--- src/rtl/qdt_pkg.sv ---
package qdt_pkg;
  // register byte offsets
  localparam logic [3:0] OFS_COUNT = 4'h0;
  localparam logic [3:0] OFS_MODE = 4'h4;
  localparam logic [3:0] OFS_CTRL = 4'h8;
  localparam logic [3:0] OFS_STAT = 4'hC;
  // mode register fields
  localparam int MB_ONESHOT = 0;
  localparam int MB_TWO_PHASE = 1;
  localparam int MB_CLK_SEL1 = 2;
  localparam int MB_FREE_RUN = 3;
  localparam int MB_PULSE_EN = 4;
  localparam int MB_SRC_LO = 5;
  localparam int MB_TRIG_LO = 8;
  localparam int MB_POL = 10;
  localparam int MB_ZINIT = 11;
  localparam int MODE_W = 12;
  // control register fields
  localparam int CB_RUN = 0;
  localparam int CB_SOFT_TRIG = 1;
  // reset values, undefined count read and count maximum
  localparam logic [15:0] CNT_RST = 16'h0000;
  localparam logic [MODE_W-1:0] MODE_RST = 12'h000;
  localparam logic [15:0] UNDEF_READ = 16'h0000;
  localparam logic [15:0] CNT_MAX = 16'hFFFF;
  // count source choices
  typedef enum logic [2:0] {
    SRC_F1 = 3'b000,
    SRC_F2 = 3'b001,
    SRC_F8 = 3'b010,
    SRC_F32 = 3'b011,
    SRC_FC32 = 3'b100
  } qdt_src_t;
  localparam logic [4:0] DIV_MASK_F2 = 5'h01;
  localparam logic [4:0] DIV_MASK_F8 = 5'h07;
  localparam logic [4:0] DIV_MASK_F32 = 5'h1F;
  // trigger choices, {trigger_select_hi, trigger_select_lo}
  typedef enum logic [1:0] {
    TRG_PIN = 2'b00,
    TRG_B2 = 2'b01,
    TRG_LOWER = 2'b10,
    TRG_UPPER = 2'b11
  } qdt_trig_t;
  localparam int CH_QUAD_SEL = 3;
  localparam int CH_QUAD_X4 = 4;
  localparam int CH_FIRST = 0;
  localparam int CH_LAST = 4;
endpackage : qdt_pkg

--- src/rtl/qdt_pre_if.sv ---
`timescale 1ns/1ps
`default_nettype none
interface qdt_pre_if;
  logic [2:0] sel;
  logic tick;
  modport ctl (output sel, input tick);
  modport div (input sel, output tick);
endinterface : qdt_pre_if
`default_nettype wire

--- src/rtl/qdt_prescale.sv ---
`timescale 1ns/1ps
`default_nettype none
module qdt_prescale (
  // clock and reset
  input wire logic clk_in,
  input wire logic reset_in,
  // subclock enable pulse
  input wire logic sub_tick_in,
  // count source link
  qdt_pre_if.div pre
);
  typedef struct packed {
    logic [4:0] div;
    logic [4:0] sub;
    logic tick;
  } qdt_pre_st_t;
  qdt_pre_st_t s_r, s_nxt;

  always_comb
  begin
    s_nxt = s_r;
    s_nxt.div = s_r.div + 5'h01;
    if (sub_tick_in)
    begin
      s_nxt.sub = s_r.sub + 5'h01;
    end
    case (pre.sel)
      qdt_pkg::SRC_F1: s_nxt.tick = 1'b1;
      qdt_pkg::SRC_F2:
        s_nxt.tick = (s_r.div & qdt_pkg::DIV_MASK_F2) == qdt_pkg::DIV_MASK_F2;
      qdt_pkg::SRC_F8:
        s_nxt.tick = (s_r.div & qdt_pkg::DIV_MASK_F8) == qdt_pkg::DIV_MASK_F8;
      qdt_pkg::SRC_F32: s_nxt.tick = s_r.div == qdt_pkg::DIV_MASK_F32;
      qdt_pkg::SRC_FC32:
        s_nxt.tick = sub_tick_in && s_r.sub == qdt_pkg::DIV_MASK_F32;
      default: s_nxt.tick = 1'b0;
    endcase
  end

  always_ff @(posedge clk_in)
  begin
    if (reset_in)
    begin
      s_r <= '0;
    end
    else
    begin
      s_r <= s_nxt;
    end
  end

  assign pre.tick = s_r.tick;
endmodule : qdt_prescale
`default_nettype wire

--- src/rtl/qdt_timer.sv ---
// Behaviour
// - channel 3 picks normal or x4 by clock_select_1; 2 normal, 4 x4.
// - a recognised Z-phase index forces the counter to zero.
// - zeroing only on channel 3, event, two-phase, free-run, x4.
// - Z-phase edge is rising or falling per edge_polarity_bit.
// - zeroing happens at the next count-source tick after recognition.
// - wrap coinciding with zeroing gives two successive requests.
// - x4 counts all edges up or down by phase of the two pins.
// - one-shot count source is f1, f2, f8, f32 or subclock/32.
// - one-shot counts down, reloads on reaching zero, then stops.
// - a trigger while running reloads and restarts the count.
// - period is n ticks from the count; n of zero never runs.
// - start needs channel_run_flag set plus one of the triggers.
// - neighbour triggers from i-1 and i+1, no wrap at 0 and 4.
// - one-shot stops after the final reload or when run is cleared.
// - one-shot request is raised when the counter reaches zero.
// - count reads in one-shot mode give no live count.
// - writes before first tick load counter too; later only reload.
// - pulse output low while idle, high while counting, if selected.
`timescale 1ns/1ps
`default_nettype none
module qdt_timer #(
  parameter int CHANNEL_ID = 3
) (
  // clock and reset
  input wire logic clk_in,
  input wire logic reset_in,
  // avalon-mm slave
  input wire logic [3:0] avs_address_in,
  input wire logic avs_read_in,
  input wire logic avs_write_in,
  input wire logic [31:0] avs_writedata_in,
  output logic [31:0] avs_readdata_out,
  output logic avs_waitrequest_out,
  // pins and trigger sources
  input wire logic timer_in_pin_in,
  input wire logic timer_out_pin_in,
  input wire logic ext_pin_a_in,
  input wire logic sub_tick_in,
  input wire logic b2_wrap_in,
  input wire logic lower_wrap_in,
  input wire logic upper_wrap_in,
  // outputs
  output logic pulse_out,
  output logic pulse_oe_out,
  output logic irq_out,
  output logic wrap_out
);
  typedef struct packed {
    logic [15:0] cnt;
    logic [15:0] reload;
    logic [qdt_pkg::MODE_W-1:0] mode;
    logic run;
    logic running;
    logic ticked;
    logic zpend;
    logic irq;
    logic irq2;
    logic wrap;
    logic a_q;
    logic b_q;
    logic z_q;
    logic waitreq;
    logic [31:0] rdata;
    logic pulse;
    logic pulse_oe;
  } qdt_state_t;
  qdt_state_t s_r, s_nxt;

  qdt_pre_if pre ();
  logic tick;

  ////////////////////////////////////////////////////////////////////////////
  function automatic logic quad_x4(input logic cs1);
    if (CHANNEL_ID == qdt_pkg::CH_QUAD_X4)
    begin
      return 1'b1;
    end
    else if (CHANNEL_ID == qdt_pkg::CH_QUAD_SEL)
    begin
      return cs1;
    end
    else
    begin
      return 1'b0;
    end
  endfunction : quad_x4

  qdt_prescale u_pre (
    .clk_in(clk_in),
    .reset_in(reset_in),
    .sub_tick_in(sub_tick_in),
    .pre(pre.div)
  );
  assign pre.sel = s_r.mode[qdt_pkg::MB_SRC_LO +: 3];
  assign tick = pre.tick;

  ////////////////////////////////////////////////////////////////////////////
  logic oneshot, two_ph, x4, zero_en, zedge, up, dn, edge_any, trig;
  logic wrap_now, zero_now, wr_take;
  logic [1:0] tsel;

  always_comb
  begin
    s_nxt = s_r;
    s_nxt.irq = 1'b0;
    s_nxt.irq2 = 1'b0;
    s_nxt.wrap = 1'b0;
    s_nxt.a_q = timer_in_pin_in;
    s_nxt.b_q = timer_out_pin_in;
    s_nxt.z_q = ext_pin_a_in;
    oneshot = s_r.mode[qdt_pkg::MB_ONESHOT];
    two_ph = s_r.mode[qdt_pkg::MB_TWO_PHASE] && !oneshot;
    x4 = quad_x4(s_r.mode[qdt_pkg::MB_CLK_SEL1]);
    tsel = s_r.mode[qdt_pkg::MB_TRIG_LO +: 2];
    zero_en = CHANNEL_ID == qdt_pkg::CH_QUAD_SEL && two_ph && x4
      && s_r.mode[qdt_pkg::MB_FREE_RUN] && s_r.mode[qdt_pkg::MB_ZINIT];
    zedge = s_r.mode[qdt_pkg::MB_POL] ? (ext_pin_a_in && !s_r.z_q)
      : (!ext_pin_a_in && s_r.z_q);
    edge_any = (timer_in_pin_in != s_r.a_q) || (timer_out_pin_in != s_r.b_q);
    if (x4)
    begin
      up = edge_any && (s_r.a_q ^ timer_out_pin_in);
      dn = edge_any && !(s_r.a_q ^ timer_out_pin_in);
    end
    else
    begin
      up = timer_in_pin_in && !s_r.a_q && timer_out_pin_in;
      dn = !timer_in_pin_in && s_r.a_q && timer_out_pin_in;
    end
    wrap_now = 1'b0;
    zero_now = 1'b0;
    case (tsel)
      qdt_pkg::TRG_PIN: trig = timer_in_pin_in && !s_r.a_q;
      qdt_pkg::TRG_B2: trig = b2_wrap_in;
      qdt_pkg::TRG_LOWER:
        trig = lower_wrap_in && CHANNEL_ID != qdt_pkg::CH_FIRST;
      qdt_pkg::TRG_UPPER:
        trig = upper_wrap_in && CHANNEL_ID != qdt_pkg::CH_LAST;
      default: trig = 1'b0;
    endcase
    wr_take = avs_write_in && !s_r.waitreq;
    if (wr_take && avs_address_in == qdt_pkg::OFS_CTRL
        && avs_writedata_in[qdt_pkg::CB_SOFT_TRIG])
    begin
      trig = 1'b1;
    end

    if (tick && s_r.run)
    begin
      s_nxt.ticked = 1'b1;
    end
    if (!s_r.run)
    begin
      s_nxt.running = 1'b0;
      s_nxt.ticked = 1'b0;
    end
    else if (!oneshot)
    begin
      if (two_ph && (up || dn))
      begin
        wrap_now = up ? (s_r.cnt == qdt_pkg::CNT_MAX)
          : (s_r.cnt == qdt_pkg::CNT_RST);
        if (wrap_now && !s_r.mode[qdt_pkg::MB_FREE_RUN])
        begin
          s_nxt.cnt = s_r.reload;
        end
        else
        begin
          s_nxt.cnt = up ? s_r.cnt + 16'h0001 : s_r.cnt - 16'h0001;
        end
      end
      // set wins over the clear of the pending index
      if (s_r.zpend && tick && zero_en)
      begin
        s_nxt.cnt = qdt_pkg::CNT_RST;
        s_nxt.zpend = 1'b0;
        zero_now = 1'b1;
      end
      if (zero_en && zedge)
      begin
        s_nxt.zpend = 1'b1;
      end
    end
    else if (trig && s_r.reload != qdt_pkg::CNT_RST)
    begin
      s_nxt.cnt = s_r.reload;
      s_nxt.running = 1'b1;
      s_nxt.ticked = 1'b0;
    end
    else if (s_r.running && tick)
    begin
      if (s_r.cnt <= 16'h0001)
      begin
        s_nxt.cnt = s_r.reload;
        s_nxt.running = 1'b0;
        s_nxt.irq = 1'b1;
        s_nxt.wrap = 1'b1;
      end
      else
      begin
        s_nxt.cnt = s_r.cnt - 16'h0001;
      end
    end
    if (!zero_en)
    begin
      s_nxt.zpend = 1'b0;
    end
    if (wrap_now)
    begin
      s_nxt.irq = 1'b1;
      s_nxt.wrap = 1'b1;
      s_nxt.irq2 = zero_now;
    end
    if (s_r.irq2)
    begin
      s_nxt.irq = 1'b1;
    end

    // bus: one wait cycle, then taken with waitrequest low
    s_nxt.waitreq = !((avs_read_in || avs_write_in) && s_r.waitreq);
    if (avs_read_in && s_r.waitreq)
    begin
      case (avs_address_in)
        qdt_pkg::OFS_COUNT:
          s_nxt.rdata = {16'h0000,
            oneshot ? qdt_pkg::UNDEF_READ : s_r.cnt};
        qdt_pkg::OFS_MODE: s_nxt.rdata = {20'h00000, s_r.mode};
        qdt_pkg::OFS_CTRL: s_nxt.rdata = {31'h00000000, s_r.run};
        qdt_pkg::OFS_STAT:
          s_nxt.rdata = {16'h0000, s_r.cnt[15:14], 12'h000,
            s_r.zpend, s_r.running};
        default: s_nxt.rdata = 32'h00000000;
      endcase
    end
    if (wr_take)
    begin
      case (avs_address_in)
        qdt_pkg::OFS_COUNT:
        begin
          s_nxt.reload = avs_writedata_in[15:0];
          if (!s_r.run || !s_r.ticked)
          begin
            s_nxt.cnt = avs_writedata_in[15:0];
          end
        end
        qdt_pkg::OFS_MODE: s_nxt.mode = avs_writedata_in[qdt_pkg::MODE_W-1:0];
        qdt_pkg::OFS_CTRL:
        begin
          s_nxt.run = avs_writedata_in[qdt_pkg::CB_RUN];
          if (!s_r.run)
          begin
            s_nxt.ticked = 1'b0;
          end
        end
        default: s_nxt.run = s_r.run;
      endcase
    end

    s_nxt.pulse_oe = oneshot && s_r.mode[qdt_pkg::MB_PULSE_EN];
    s_nxt.pulse = s_nxt.pulse_oe && s_nxt.running;
  end

  always_ff @(posedge clk_in)
  begin
    if (reset_in)
    begin
      s_r <= '0;
      s_r.waitreq <= 1'b1;
    end
    else
    begin
      s_r <= s_nxt;
    end
  end

  assign avs_readdata_out = s_r.rdata;
  assign avs_waitrequest_out = s_r.waitreq;
  assign pulse_out = s_r.pulse;
  assign pulse_oe_out = s_r.pulse_oe;
  assign irq_out = s_r.irq;
  assign wrap_out = s_r.wrap;
endmodule : qdt_timer
`default_nettype wire

--- config.mk ---
export PLATFORM = sky130hd
export DESIGN_NAME = qdt_timer
export DESIGN_NICKNAME = d
export VERILOG_FILES = /design/src/rtl/qdt_pkg.sv /design/src/rtl/qdt_pre_if.sv /design/src/rtl/qdt_prescale.sv /design/src/rtl/qdt_timer.sv
export SDC_FILE = /design/constraint.sdc
export NUM_CORES = 1
export LEC_CHECK = 0
export ABC_AREA = 1
export ABC_CLOCK_PERIOD_IN_PS = 4700
export BUFFER_PORTS_ARGS = -buffer_cell sky130_fd_sc_hd__clkbuf_2
export CAP_MARGIN = 10
export CORE_MARGIN = 1.5
export CORE_UTILIZATION = 43
export DETAILED_ROUTE_END_ITERATION = 12
export GPL_ROUTABILITY_DRIVEN = 0
export GPL_TIMING_DRIVEN = 0
export PLACE_DENSITY = 0.63
export RECOVER_POWER = 25
export SLEW_MARGIN = 20
export SYNTH_ARGS = -nofsm -noshare
export SYNTH_HDL_FRONTEND = slang
export SYNTH_SLANG_ARGS = --single-unit
--- constraint.sdc ---
create_clock -name clk_in -period 4.7 [get_ports clk_in]
set_clock_uncertainty 0.15 [all_clocks]
set_input_delay 0.235 -clock clk_in [delete_from_list [all_inputs] [get_ports clk_in]]
set_output_delay 0.235 -clock clk_in [all_outputs]
set_load 0.02 [all_outputs]
==> results.md, run 1 <==
- Boundary Pins: 84
- Number of levels in the clock H-tree: 3
- Clock latency reported for the late side of the worst-skew pair: 0.34 ns
- Rel. slew slack: 0.569
- Iteration count of the initial detailed-routing pass: 8
- Min-delay worst type: input port to flop
- GRT met3 Usage: 0.0350
- Total cell area at the placement stage: 0.00634 sq mm
- Startpoint kind of the worst setup timing path: flop
- Post-DRT Antenna Nets: 0
- Leak Pwr: 2.98 nW
- Clock slew at the register clock pins of the worst setup and hold paths: 0.07 ns
- Vias in the first global route: 5530
- Y dimension of the die: 119 microns
- Seq cells post-synth: 84
- Pre-CTS setup slack: 1.97 ns
- Part of the Yosys area used for sequential elements: 0.289
- N_diodes: 0
- Total via count in the routed design: 6258
- Setup crit end kind: flop
- Clock sinks: 84
- Fraction of layout instances using a drive strength above 1: 0.126
- Largest net degree at the start of global routing: 16
- Fmax: 0.357 GHz
- Detailed-placement wirelength estimate: 14.7 mm
- Count of unresolved DRC violations after routing: 0
- Layout Cell Area excl Fill: 0.00668 sq mm
- Final setup TNS: 0 ns
- M1 GR Usage: 0.378
- Die Width: 119 microns
- Met2 demand-to-capacity share in global routing: 0.411
- Maximum clock path buffer count: 2
- Final routed wire length divided by cell count: 15.9 microns
- Number of distinct library cells after synthesis: 45
- Crit path required time: 4.74 ns
- Core outline area: 0.0132 sq mm
- Power per Cell Area: 266 mW/mm^2
- Classification of the worst setup path: flop to flop
- Die footprint: 0.0142 sq mm
- Clock buffer count from CTS: 9
- Leftover overflow at the end of global routing: 0
- Final worst-path setup slack: 1.90 ns
- Initial drt markers: 583
- Tot Pwr: 1.78 mW
- Number of nets in the layout: 1063
- Number of standard-cell rows in the floorplan: 42
- Cell at the root of the clock tree: sky130_fd_sc_hd__clkbuf_16
- Netlist area before placement: 0.00581 sq mm
- Overall routed net length: 18.9 mm
- Initial core utilization: 0.441
- Port Buffers: 50
- Global-route wire length before repair: 29.7 mm
- Signal arrival time at the worst endpoint: 2.85 ns
- Antenna violations before repair: 0
- Synth warn: 0
- Number of enable-type register cells in the synthesized netlist: 0
- Fin crit period: 2.80 ns
- RSZ-0062 raised after global routing: false
- TritonCTS clock tree: built
- Number of max-slew violations in the final report: 0
- Number of gates given a new drive strength after cts: 0
- Share of flip-flops with an asynchronous set or reset after synthesis: 0
- Crit share post-route: 0.596
- Gate Count Post-Synth: 926
- Number of max-cap violations: 0
- Area growth syn-to-layout: 14.9%
- Hold Violations, Final: 0
- Setup-violating endpoint count in the final report: 0
- Maximum ir drop on the vdd rail: 0.226 mV
- Highest net fanout along the worst path: 10
- Most heavily used metal layer in global routing: met2
- Dominant synthesized flop cell: sky130_fd_sc_hd__dfxtp_1
- Overall fraction of global-route tracks in use: 0.267
- Slew at the pin with the worst max-slew slack: 0.647 ns
- Vias/cell: 5.27
- Avg Cell Area, Syn: 6.28 sq um
- Run status: complete, no violations
==> layer usage <==
metal | up-vias | share of wire
li1 | 3125 | -
met4 | 0 | 0.030
met2 | 267 | 0.44
met1 | 2827 | 0.46
met5 | - | 0
met3 | 39 | 0.072
==> what timing repair did <==
item	4_1_cts	5_1_grt
setup buffers	0	0
hold buffers	4	0
hold endpoints to repair	3	0
==> worst max-delay path, stage by stage, from the launching register on <==
cell                       delay [ns]
sky130_fd_sc_hd__dfxtp_1         0.46
sky130_fd_sc_hd__clkinv_1        0.34
sky130_fd_sc_hd__ha_1            0.40
sky130_fd_sc_hd__inv_1           0.08
sky130_fd_sc_hd__nand2_1         0.04
sky130_fd_sc_hd__nand2_1         0.05
sky130_fd_sc_hd__nor2_1          0.04
sky130_fd_sc_hd__nand2_1         0.23
sky130_fd_sc_hd__nand2_1         0.11
sky130_fd_sc_hd__buf_4           0.19
sky130_fd_sc_hd__o21ai_0         0.16
sky130_fd_sc_hd__nand2_1         0.07
sky130_fd_sc_hd__a21oi_1         0.14
sky130_fd_sc_hd__nand2_1         0.08
sky130_fd_sc_hd__nand2_1         0.06
sky130_fd_sc_hd__a21oi_1         0.07
==> layout by cell type, fill, tap and decap left out, types with 5 or more instances in the layout <==
cell type,n
sky130_fd_sc_hd__a21oi_1,103
sky130_fd_sc_hd__buf_2,5
sky130_fd_sc_hd__buf_4,34
sky130_fd_sc_hd__clkbuf_1,43
sky130_fd_sc_hd__clkbuf_16,9
sky130_fd_sc_hd__clkbuf_2,32
sky130_fd_sc_hd__clkbuf_8,6
sky130_fd_sc_hd__conb_1,16
sky130_fd_sc_hd__dfxtp_1,84
sky130_fd_sc_hd__ha_1,10
sky130_fd_sc_hd__inv_1,92
sky130_fd_sc_hd__nand2_1,251
sky130_fd_sc_hd__nand2_2,7
sky130_fd_sc_hd__nand3_1,62
sky130_fd_sc_hd__nand4_1,14
sky130_fd_sc_hd__nor2_1,66
sky130_fd_sc_hd__nor3_1,13
sky130_fd_sc_hd__o21ai_0,80
sky130_fd_sc_hd__o22ai_1,10
sky130_fd_sc_hd__xor2_1,14
==> logic make-up (layout without fill, tap and decap cells) <==
| kind of cell | after synthesis | in the layout | share of synthesized area |
|---|---|---|---|
| AOI/OAI and AO/OA | 212 | 212 | 0.195 |
| xor gates and xnor gates | 15 | 15 | 0.0226 |
| adders and majority gates | 10 | 10 | 0.0215 |
| buffers and inverters | 175 | 245 | 0.154 |
| DFF | 84 | 84 | 0.289 |
| other | 1 | 16 | 0.000645 |
| and+or+nand+nor | 429 | 429 | 0.318 |
==> final cells by class <==
cell class	instances	area, sq um
Fill cell	1421	6510
Multi-Input combinational cell	682	3290
Sequential cell	84	1680
Buffer	76	517
Inverter	99	377
Timing Repair Buffer	54	268
Clock buffer	9	225
Tap cell	176	220
Clock inverter	7	98.8
==> power by group <==
part / switching, mW / internal [mW]
combinational: 0.178 / 0.0878
clock: 0.310 / 0.470
sequential: 0.00988 / 0.724
total: 0.498 / 1.28
==> cell usage after synthesis, types with 2 or more instances <==
library cell | number | area (sq um)
sky130_fd_sc_hd__o21ai_0 | 80 | 400
sky130_fd_sc_hd__nor3_1 | 13 | 65.1
sky130_fd_sc_hd__nor2_1 | 66 | 248
sky130_fd_sc_hd__nor4_1 | 2 | 12.5
sky130_fd_sc_hd__clkbuf_1 | 24 | 90.1
sky130_fd_sc_hd__a21oi_1 | 103 | 515
sky130_fd_sc_hd__ha_1 | 10 | 125
sky130_fd_sc_hd__o21ai_1 | 2 | 10.0
sky130_fd_sc_hd__nand2_2 | 7 | 43.8
sky130_fd_sc_hd__o211ai_1 | 2 | 15.0
sky130_fd_sc_hd__clkinv_1 | 4 | 15.0
sky130_fd_sc_hd__inv_2 | 2 | 7.51
sky130_fd_sc_hd__a21oi_2 | 4 | 35.0
sky130_fd_sc_hd__buf_6 | 4 | 45.0
sky130_fd_sc_hd__nor2_2 | 4 | 25.0
sky130_fd_sc_hd__buf_4 | 34 | 255
sky130_fd_sc_hd__nand3_2 | 3 | 30.0
sky130_fd_sc_hd__buf_1 | 2 | 7.51
sky130_fd_sc_hd__nand2_1 | 251 | 942
sky130_fd_sc_hd__clkbuf_8 | 6 | 82.6
sky130_fd_sc_hd__nor2_4 | 3 | 33.8
sky130_fd_sc_hd__dfxtp_1 | 84 | 1680
sky130_fd_sc_hd__xor2_1 | 14 | 123
sky130_fd_sc_hd__nand2_4 | 2 | 22.5
sky130_fd_sc_hd__inv_1 | 92 | 345
sky130_fd_sc_hd__o31ai_1 | 2 | 15.0
sky130_fd_sc_hd__nand3_1 | 62 | 310
sky130_fd_sc_hd__o22ai_1 | 10 | 62.6
sky130_fd_sc_hd__nand4_1 | 14 | 87.6
sky130_fd_sc_hd__buf_2 | 5 | 25.0
==> final timing paths <==
kind / start / to / slack (ns) / depth (start not counted)
worst max register to register: s_r[73] / s_r[77] / 1.90 / 15
worst min-delay path: timer_out_pin_in / s_r[36] / 0.008 / 3
worst max-delay path: s_r[73] / s_r[77] / 1.90 / 15
worst min register to register: s_r[39] / irq_out / 0.30 / 1
==> sequential cells by signal, summed over array words and instances, names as in the netlist <==
signal	flops
irq_out	1
avs_readdata_out	16
avs_waitrequest_out	1
pulse_oe_out	1
pulse_out	1
s_r	48
wrap_out	1
u_pre.pre.tick	1
pre.sel	3
u_pre.s_r	10
oneshot	1
==> per-stage QoR <==
| step | util | hold WS (ns) | cells |
|---|---|---|---|
| after floorplan | - | 0.201 | 941 |
| after CTS | 0.508 | 0.00503 | 1187 |
| after detailed placement | 0.481 | 0.273 | 1167 |
| after global routing | 0.506 | 0.0232 | 1187 |
| after global placement | 0.481 | 0.276 | 1167 |
| final | 0.506 | 0.00827 | 1187 |
Power figures use the tool's default switching activity.
==> inputs of run 2 (changes only) <==
ABC_CLOCK_PERIOD_IN_PS = 2500   (was 4700)
PLACE_DENSITY = 0.65   (was 0.63)
clock period = 2.5 ns   (was 4.7 ns; I/O delays follow)
==> results.md, run 2 (same netlist as run 1, synthesis figures left out) <==
- Run status: complete, no violations
- R2R Setup Slk: 0.15 ns
- Count of unresolved DRC violations after routing: 0
- Clock buffer count from CTS: 9
- Worst hold slack after final layout: 0.0150 ns
- Classification of the worst setup path: input port to flop
- Die footprint: 0.0142 sq mm
- Antenna violations before repair: 0
- Clock sinks: 84
- Final routed wire length divided by cell count: 15.9 microns
- Maximum ir drop on the vdd rail: 0.465 mV
- Cell depth of the worst flop-to-flop path: 14
- Tot Pwr: 3.26 mW
- FF-to-FF Start: s_r[76]
- Initial core utilization: 0.441
- Fraction of layout instances using a drive strength above 1: 0.140
- Y dimension of the die: 119 microns
- Hold Violations, Final: 0
- Iteration count of the initial detailed-routing pass: 5
- Hold Startpoint: avs_writedata_in[7]
- Crit path required time: 2.58 ns
- Leading cell types in the layout, fill and taps excluded: sky130_fd_sc_hd__nand2_1 (248), sky130_fd_sc_hd__a21oi_1 (102), sky130_fd_sc_hd__inv_1 (91)
- Clock slew at the register clock pins of the worst setup and hold paths: 0.07 ns
- Leak Pwr: 3.06 nW
- Fmax: 0.421 GHz
- Post-Layout Cell Count: 1207
- Power per Cell Area: 472 mW/mm^2
- TritonCTS clock tree: built
- Cell count of the worst hold path: 3
- Capture point of the worst reg-to-reg path: s_r[78]
- N_diodes: 0
- Signal arrival time at the worst endpoint: 2.46 ns
- Number of nets in the layout: 1083
- Initial drt markers: 722
- Fillers: 1364
- Boundary Pins: 84
- Fin crit period: 2.37 ns
- Final cell utilization of the core: 0.524
- Core outline area: 0.0132 sq mm
- Maximum clock path buffer count: 2
- Number of standard-cell rows in the floorplan: 42
- Detailed-placement wirelength estimate: 14.7 mm
- Number of max-cap violations: 0
- Overall routed net length: 19.2 mm
- Port Buffers: 50
- Setup-violating endpoint count in the final report: 0
- Number of levels in the clock H-tree: 3
- Area growth syn-to-layout: 18.8%
- Startpoint kind of the worst setup timing path: input port
- Most frequent standard cell in the layout excluding fill and tap cells: sky130_fd_sc_hd__nand2_1
- Max FFs per register: 48
- Clock latency reported for the late side of the worst-skew pair: 0.34 ns
- Leftover overflow at the end of global routing: 0
- Total via count in the routed design: 6351
- Vias/cell: 5.26
- Slew at the pin with the worst max-slew slack: 0.610 ns
- Setup crit end kind: flop
- Hold Path Sink: pre.sel[2]
- Highest net fanout along the worst path: 10
- Placed cells: 1167
- Reg with most FFs: s_r
- Min-delay worst type: input port to flop
- Number of max-slew violations in the final report: 0
- Rel. slew slack: 0.593
- Vias in the first global route: 5791
- Global-route wire length before repair: 30.2 mm
- Largest net degree at the start of global routing: 16
- Die Width: 119 microns
- Crit share post-route: 0.950
- RSZ-0062 raised after global routing: false
- Overall fraction of global-route tracks in use: 0.271
- Cell at the root of the clock tree: sky130_fd_sc_hd__clkbuf_16
- Post-DRT Antenna Nets: 0
==> run 2: what timing repair did <==
| item | CTS | global route |
|---|---|---|
| setup buffers | 0 | 6 |
| resized for setup | 4 | 17 |
| pin swaps | 0 | 3 |
| hold buffers | 19 | 0 |
| endpoints found under the hold margin | 34 | 0 |
| endpoints found under the setup margin | 17 | 16 |
==> run 2: power breakdown <==
group          total, mW  leakage (nW)  internal [mW]  switching (mW)
sequential          1.38         0.682           1.36          0.0190
clock               1.35         0.142          0.779           0.575
combinational      0.527          2.24          0.185           0.341
==> run 2: worst max path at each step <==
stage	cells past startpoint	startpoint	endpoint
6_report	14	timer_in_pin_in	s_r[85]
5_1_grt	15	s_r[74]	s_r[78]
4_1_cts	16	s_r[74]	s_r[76]
3_5_place_dp	16	s_r[73]	s_r[78]
3_3_place_gp	16	s_r[73]	s_r[78]
2_1_floorplan	15	s_r[73]	s_r[77]
==> run 2: area by class of cell <==
type                    instances  area [sq um]  area share
multi-input cells             682          3340       0.483
flip-flops and latches         84          1690       0.245
repair buffers                 75           460      0.0667
plain buffers                  75           514      0.0745
clock inverters                 7          76.3      0.0111
clock buffers                   9           225      0.0326
inverters                      99           383      0.0554
well taps                     176           220      0.0319
==> run 2: through the flow <==
stage               worst slack (ns)  TNS [ns]  instance area [sq um]
CTS                          0.00240         0                   6840
global route                  0.0129         0                   6910
floorplan                      0.357         0                   5870
finish                         0.126         0                   6910
global placement              -0.265     -2.14                   6340
detailed placement            -0.278     -2.37                   6340
==> run 2: critical path: stages <==
cell                            delay, ns
sky130_fd_sc_hd__dlygate4sd3_1       0.54
sky130_fd_sc_hd__clkbuf_2            0.12
sky130_fd_sc_hd__inv_1               0.05
sky130_fd_sc_hd__ha_1                0.30
sky130_fd_sc_hd__nand4_1             0.16
sky130_fd_sc_hd__nand2_2             0.22
sky130_fd_sc_hd__nand2_2             0.12
sky130_fd_sc_hd__nand2_4             0.14
sky130_fd_sc_hd__clkinv_4            0.11
sky130_fd_sc_hd__buf_4               0.19
sky130_fd_sc_hd__o21ai_0             0.18
sky130_fd_sc_hd__a21oi_1             0.06
sky130_fd_sc_hd__nor2_1              0.09
sky130_fd_sc_hd__nor2_1              0.04
==> run 2: layer usage <==
metal	part of all wire	global-route usage	up-vias
met3	0.078	0.0484	42
met2	0.45	0.426	283
met5	0	0	-
met1	0.44	0.368	2860
li1	-	-	3166
met4	0.032	0.109	0
==> inputs of run 3 (changes only) <==
ABC_CLOCK_PERIOD_IN_PS = 2900   (was 2500)
CAP_MARGIN = not set   (was 10)
PLACE_DENSITY = 0.63   (was 0.65)
REMOVE_ABC_BUFFERS = 1   (was not set)
clock period = 2.9 ns   (was 2.5 ns; I/O delays follow)
==> results.md, run 3 (same netlist as run 1, synthesis figures left out) <==
- Run status: complete, no violations
- Rel. slew slack: 0.392
- FF-to-FF Start: oneshot
- Slew at the pin with the worst max-slew slack: 0.911 ns
- Fillers: 1464
- Maximum clock path buffer count: 2
- Most common cell on crit path: sky130_fd_sc_hd__nand2_1
- Die Width: 119 microns
- Area growth syn-to-layout: 10.4%
- Setup-violating endpoint count in the final report: 0
- Crit share post-route: 0.947
- Leak Pwr: 2.76 nW
- Setup crit end kind: flop
- Kind of cell adding the most delay to the critical path: simple AND/OR/NAND/NOR gates
- Highest net fanout along the worst path: 10
- Fin crit period: 2.75 ns
- Clock sinks: 84
- Fmax: 0.364 GHz
- Hold Violations, Final: 0
- Min-delay worst type: input port to flop
- Y dimension of the die: 119 microns
- Classification of the worst setup path: flop to flop
- Initial drt markers: 476
- M1 GR Usage: 0.335
- Critical path buffers and inverters: 2
- GRT met3 Usage: 0.0493
- Critical path startpoint: oneshot
- Post-DRT Antenna Nets: 0
- Most frequent standard cell in the layout excluding fill and tap cells: sky130_fd_sc_hd__nand2_1
- Boundary Pins: 84
- Highest cell delay on the worst timing path: 0.69 ns
- Count of unresolved DRC violations after routing: 0
- Iteration count of the initial detailed-routing pass: 6
- R2R Setup Slk: 0.15 ns
- Most heavily used metal layer in global routing: met2
- Tot Pwr: 2.72 mW
- TritonCTS clock tree: built
- Overall fraction of global-route tracks in use: 0.250
- Number of max-slew violations in the final report: 0
- Die footprint: 0.0142 sq mm
- Crit-path cells: clkinvlp_4, nand2_1, nor4_2, nand3_1, nand2_2, nor2_1, inv_1, a21oi_1, nand2_1, a21oi_2
- Reg with most FFs: s_r
- Vias in the first global route: 5296
- Leading cell types in the layout, fill and taps excluded: sky130_fd_sc_hd__nand2_1 (247), sky130_fd_sc_hd__a21oi_1 (103), sky130_fd_sc_hd__inv_1 (90)
- Leftover overflow at the end of global routing: 0
- Number of levels in the clock H-tree: 3
- Worst hold slack after final layout: 0.0524 ns
- Cell at the root of the clock tree: sky130_fd_sc_hd__clkbuf_16
- Startpoint kind of the worst setup timing path: flop
- Capture point of the critical path: s_r[88]
- Cell depth of the worst flop-to-flop path: 10
- Capture point of the worst reg-to-reg path: s_r[88]
- Largest net degree at the start of global routing: 49
- Crit path required time: 3.03 ns
- Number of standard-cell rows in the floorplan: 42
- Maximum ir drop on the vdd rail: 0.303 mV
- Slowest stage cell on the critical path: sky130_fd_sc_hd__dfxtp_1
- Detailed-placement wirelength estimate: 12.2 mm
- Global-route wire length before repair: 28.0 mm
- Final routed wire length divided by cell count: 15.3 microns
- Overall routed net length: 17.4 mm
- Port Buffers: 51
- Max FFs per register: 48
- Initial core utilization: 0.441
- Fraction of layout instances using a drive strength above 1: 0.0997
- Core outline area: 0.0132 sq mm
- Signal arrival time at the worst endpoint: 2.88 ns
- Stages on worst setup path: 10
- Clock buffer count from CTS: 9
- Number of nets in the layout: 1015
- Clock slew at the register clock pins of the worst setup and hold paths: 0.07 ns
- Met2 demand-to-capacity share in global routing: 0.390
- Vias/cell: 5.23
- RSZ-0062 raised after global routing: false
- Number of max-cap violations: 0
- N_diodes: 0
- Power per Cell Area: 424 mW/mm^2
- Total via count in the routed design: 5958
- Antenna violations before repair: 0
- Clock latency reported for the late side of the worst-skew pair: 0.35 ns
[run 3: worst min-delay path, delay by kind of cell]
kind                   cells  cell delay [ns]
AO/OA/AOI/OAI              1             0.06
buffers and inverters      2             0.13
AND/OR/NAND/NOR            2             0.17
[run 3: final cells by class]
class | count | area, sq um | area share
clock buffers | 9 | 225 | 0.0351
clock inverters | 7 | 65.1 | 0.0101
inverters | 99 | 393 | 0.0612
multi-input cells | 682 | 3310 | 0.516
flip-flops and latches | 84 | 1680 | 0.262
well taps | 176 | 220 | 0.0343
repair buffers | 82 | 517 | 0.0805
[run 3: routing by layer]
| layer | vias to the layer above | wire, microns | share of wire |
|---|---|---|---|
| li1 | 3033 | - | - |
| met1 | 2678 | 8120 | 0.47 |
| met2 | 210 | 7780 | 0.45 |
| met3 | 37 | 1080 | 0.062 |
| met4 | 0 | 459 | 0.026 |
| met5 | - | 0 | 0 |
[run 3: worst min path at each step]
| stage | startpoint | endpoint | cells past startpoint |
|---|---|---|---|
| floorplan | reset_in | s_r[81] | 1 |
| global placement | avs_read_in | avs_waitrequest_out | 2 |
| detailed placement | avs_read_in | avs_waitrequest_out | 2 |
| CTS | avs_write_in | s_r[44] | 5 |
| global route | avs_write_in | s_r[44] | 5 |
| finish | avs_write_in | s_r[44] | 5 |
[run 3: what timing repair did]
item                       CTS  global route
buffers inserted             0             9
resized for setup            3             9
hold buffers                22             0
setup endpoints to repair   10            16
hold endpoints to repair    47             0
pin swaps                    0             1
[run 3: power by group]
part | total, mW | internal [mW] | switching, mW
clock network | 1.14 | 0.602 | 0.535
logic | 0.389 | 0.126 | 0.263
registers | 1.19 | 1.17 | 0.0206
[run 3: stage by stage]
step                 util  instance area (sq um)  std cells  setup slack (ns)  TNS [ns]
global route        0.487                   6420       1139           0.00255         0
detailed placement  0.442                   5830       1092            -0.528     -4.38
global placement    0.442                   5830       1092            -0.563     -4.75
floorplan               -                   5350        865             0.467         0
finish              0.487                   6420       1139             0.154         0
CTS                 0.481                   6340       1130            0.0554         0
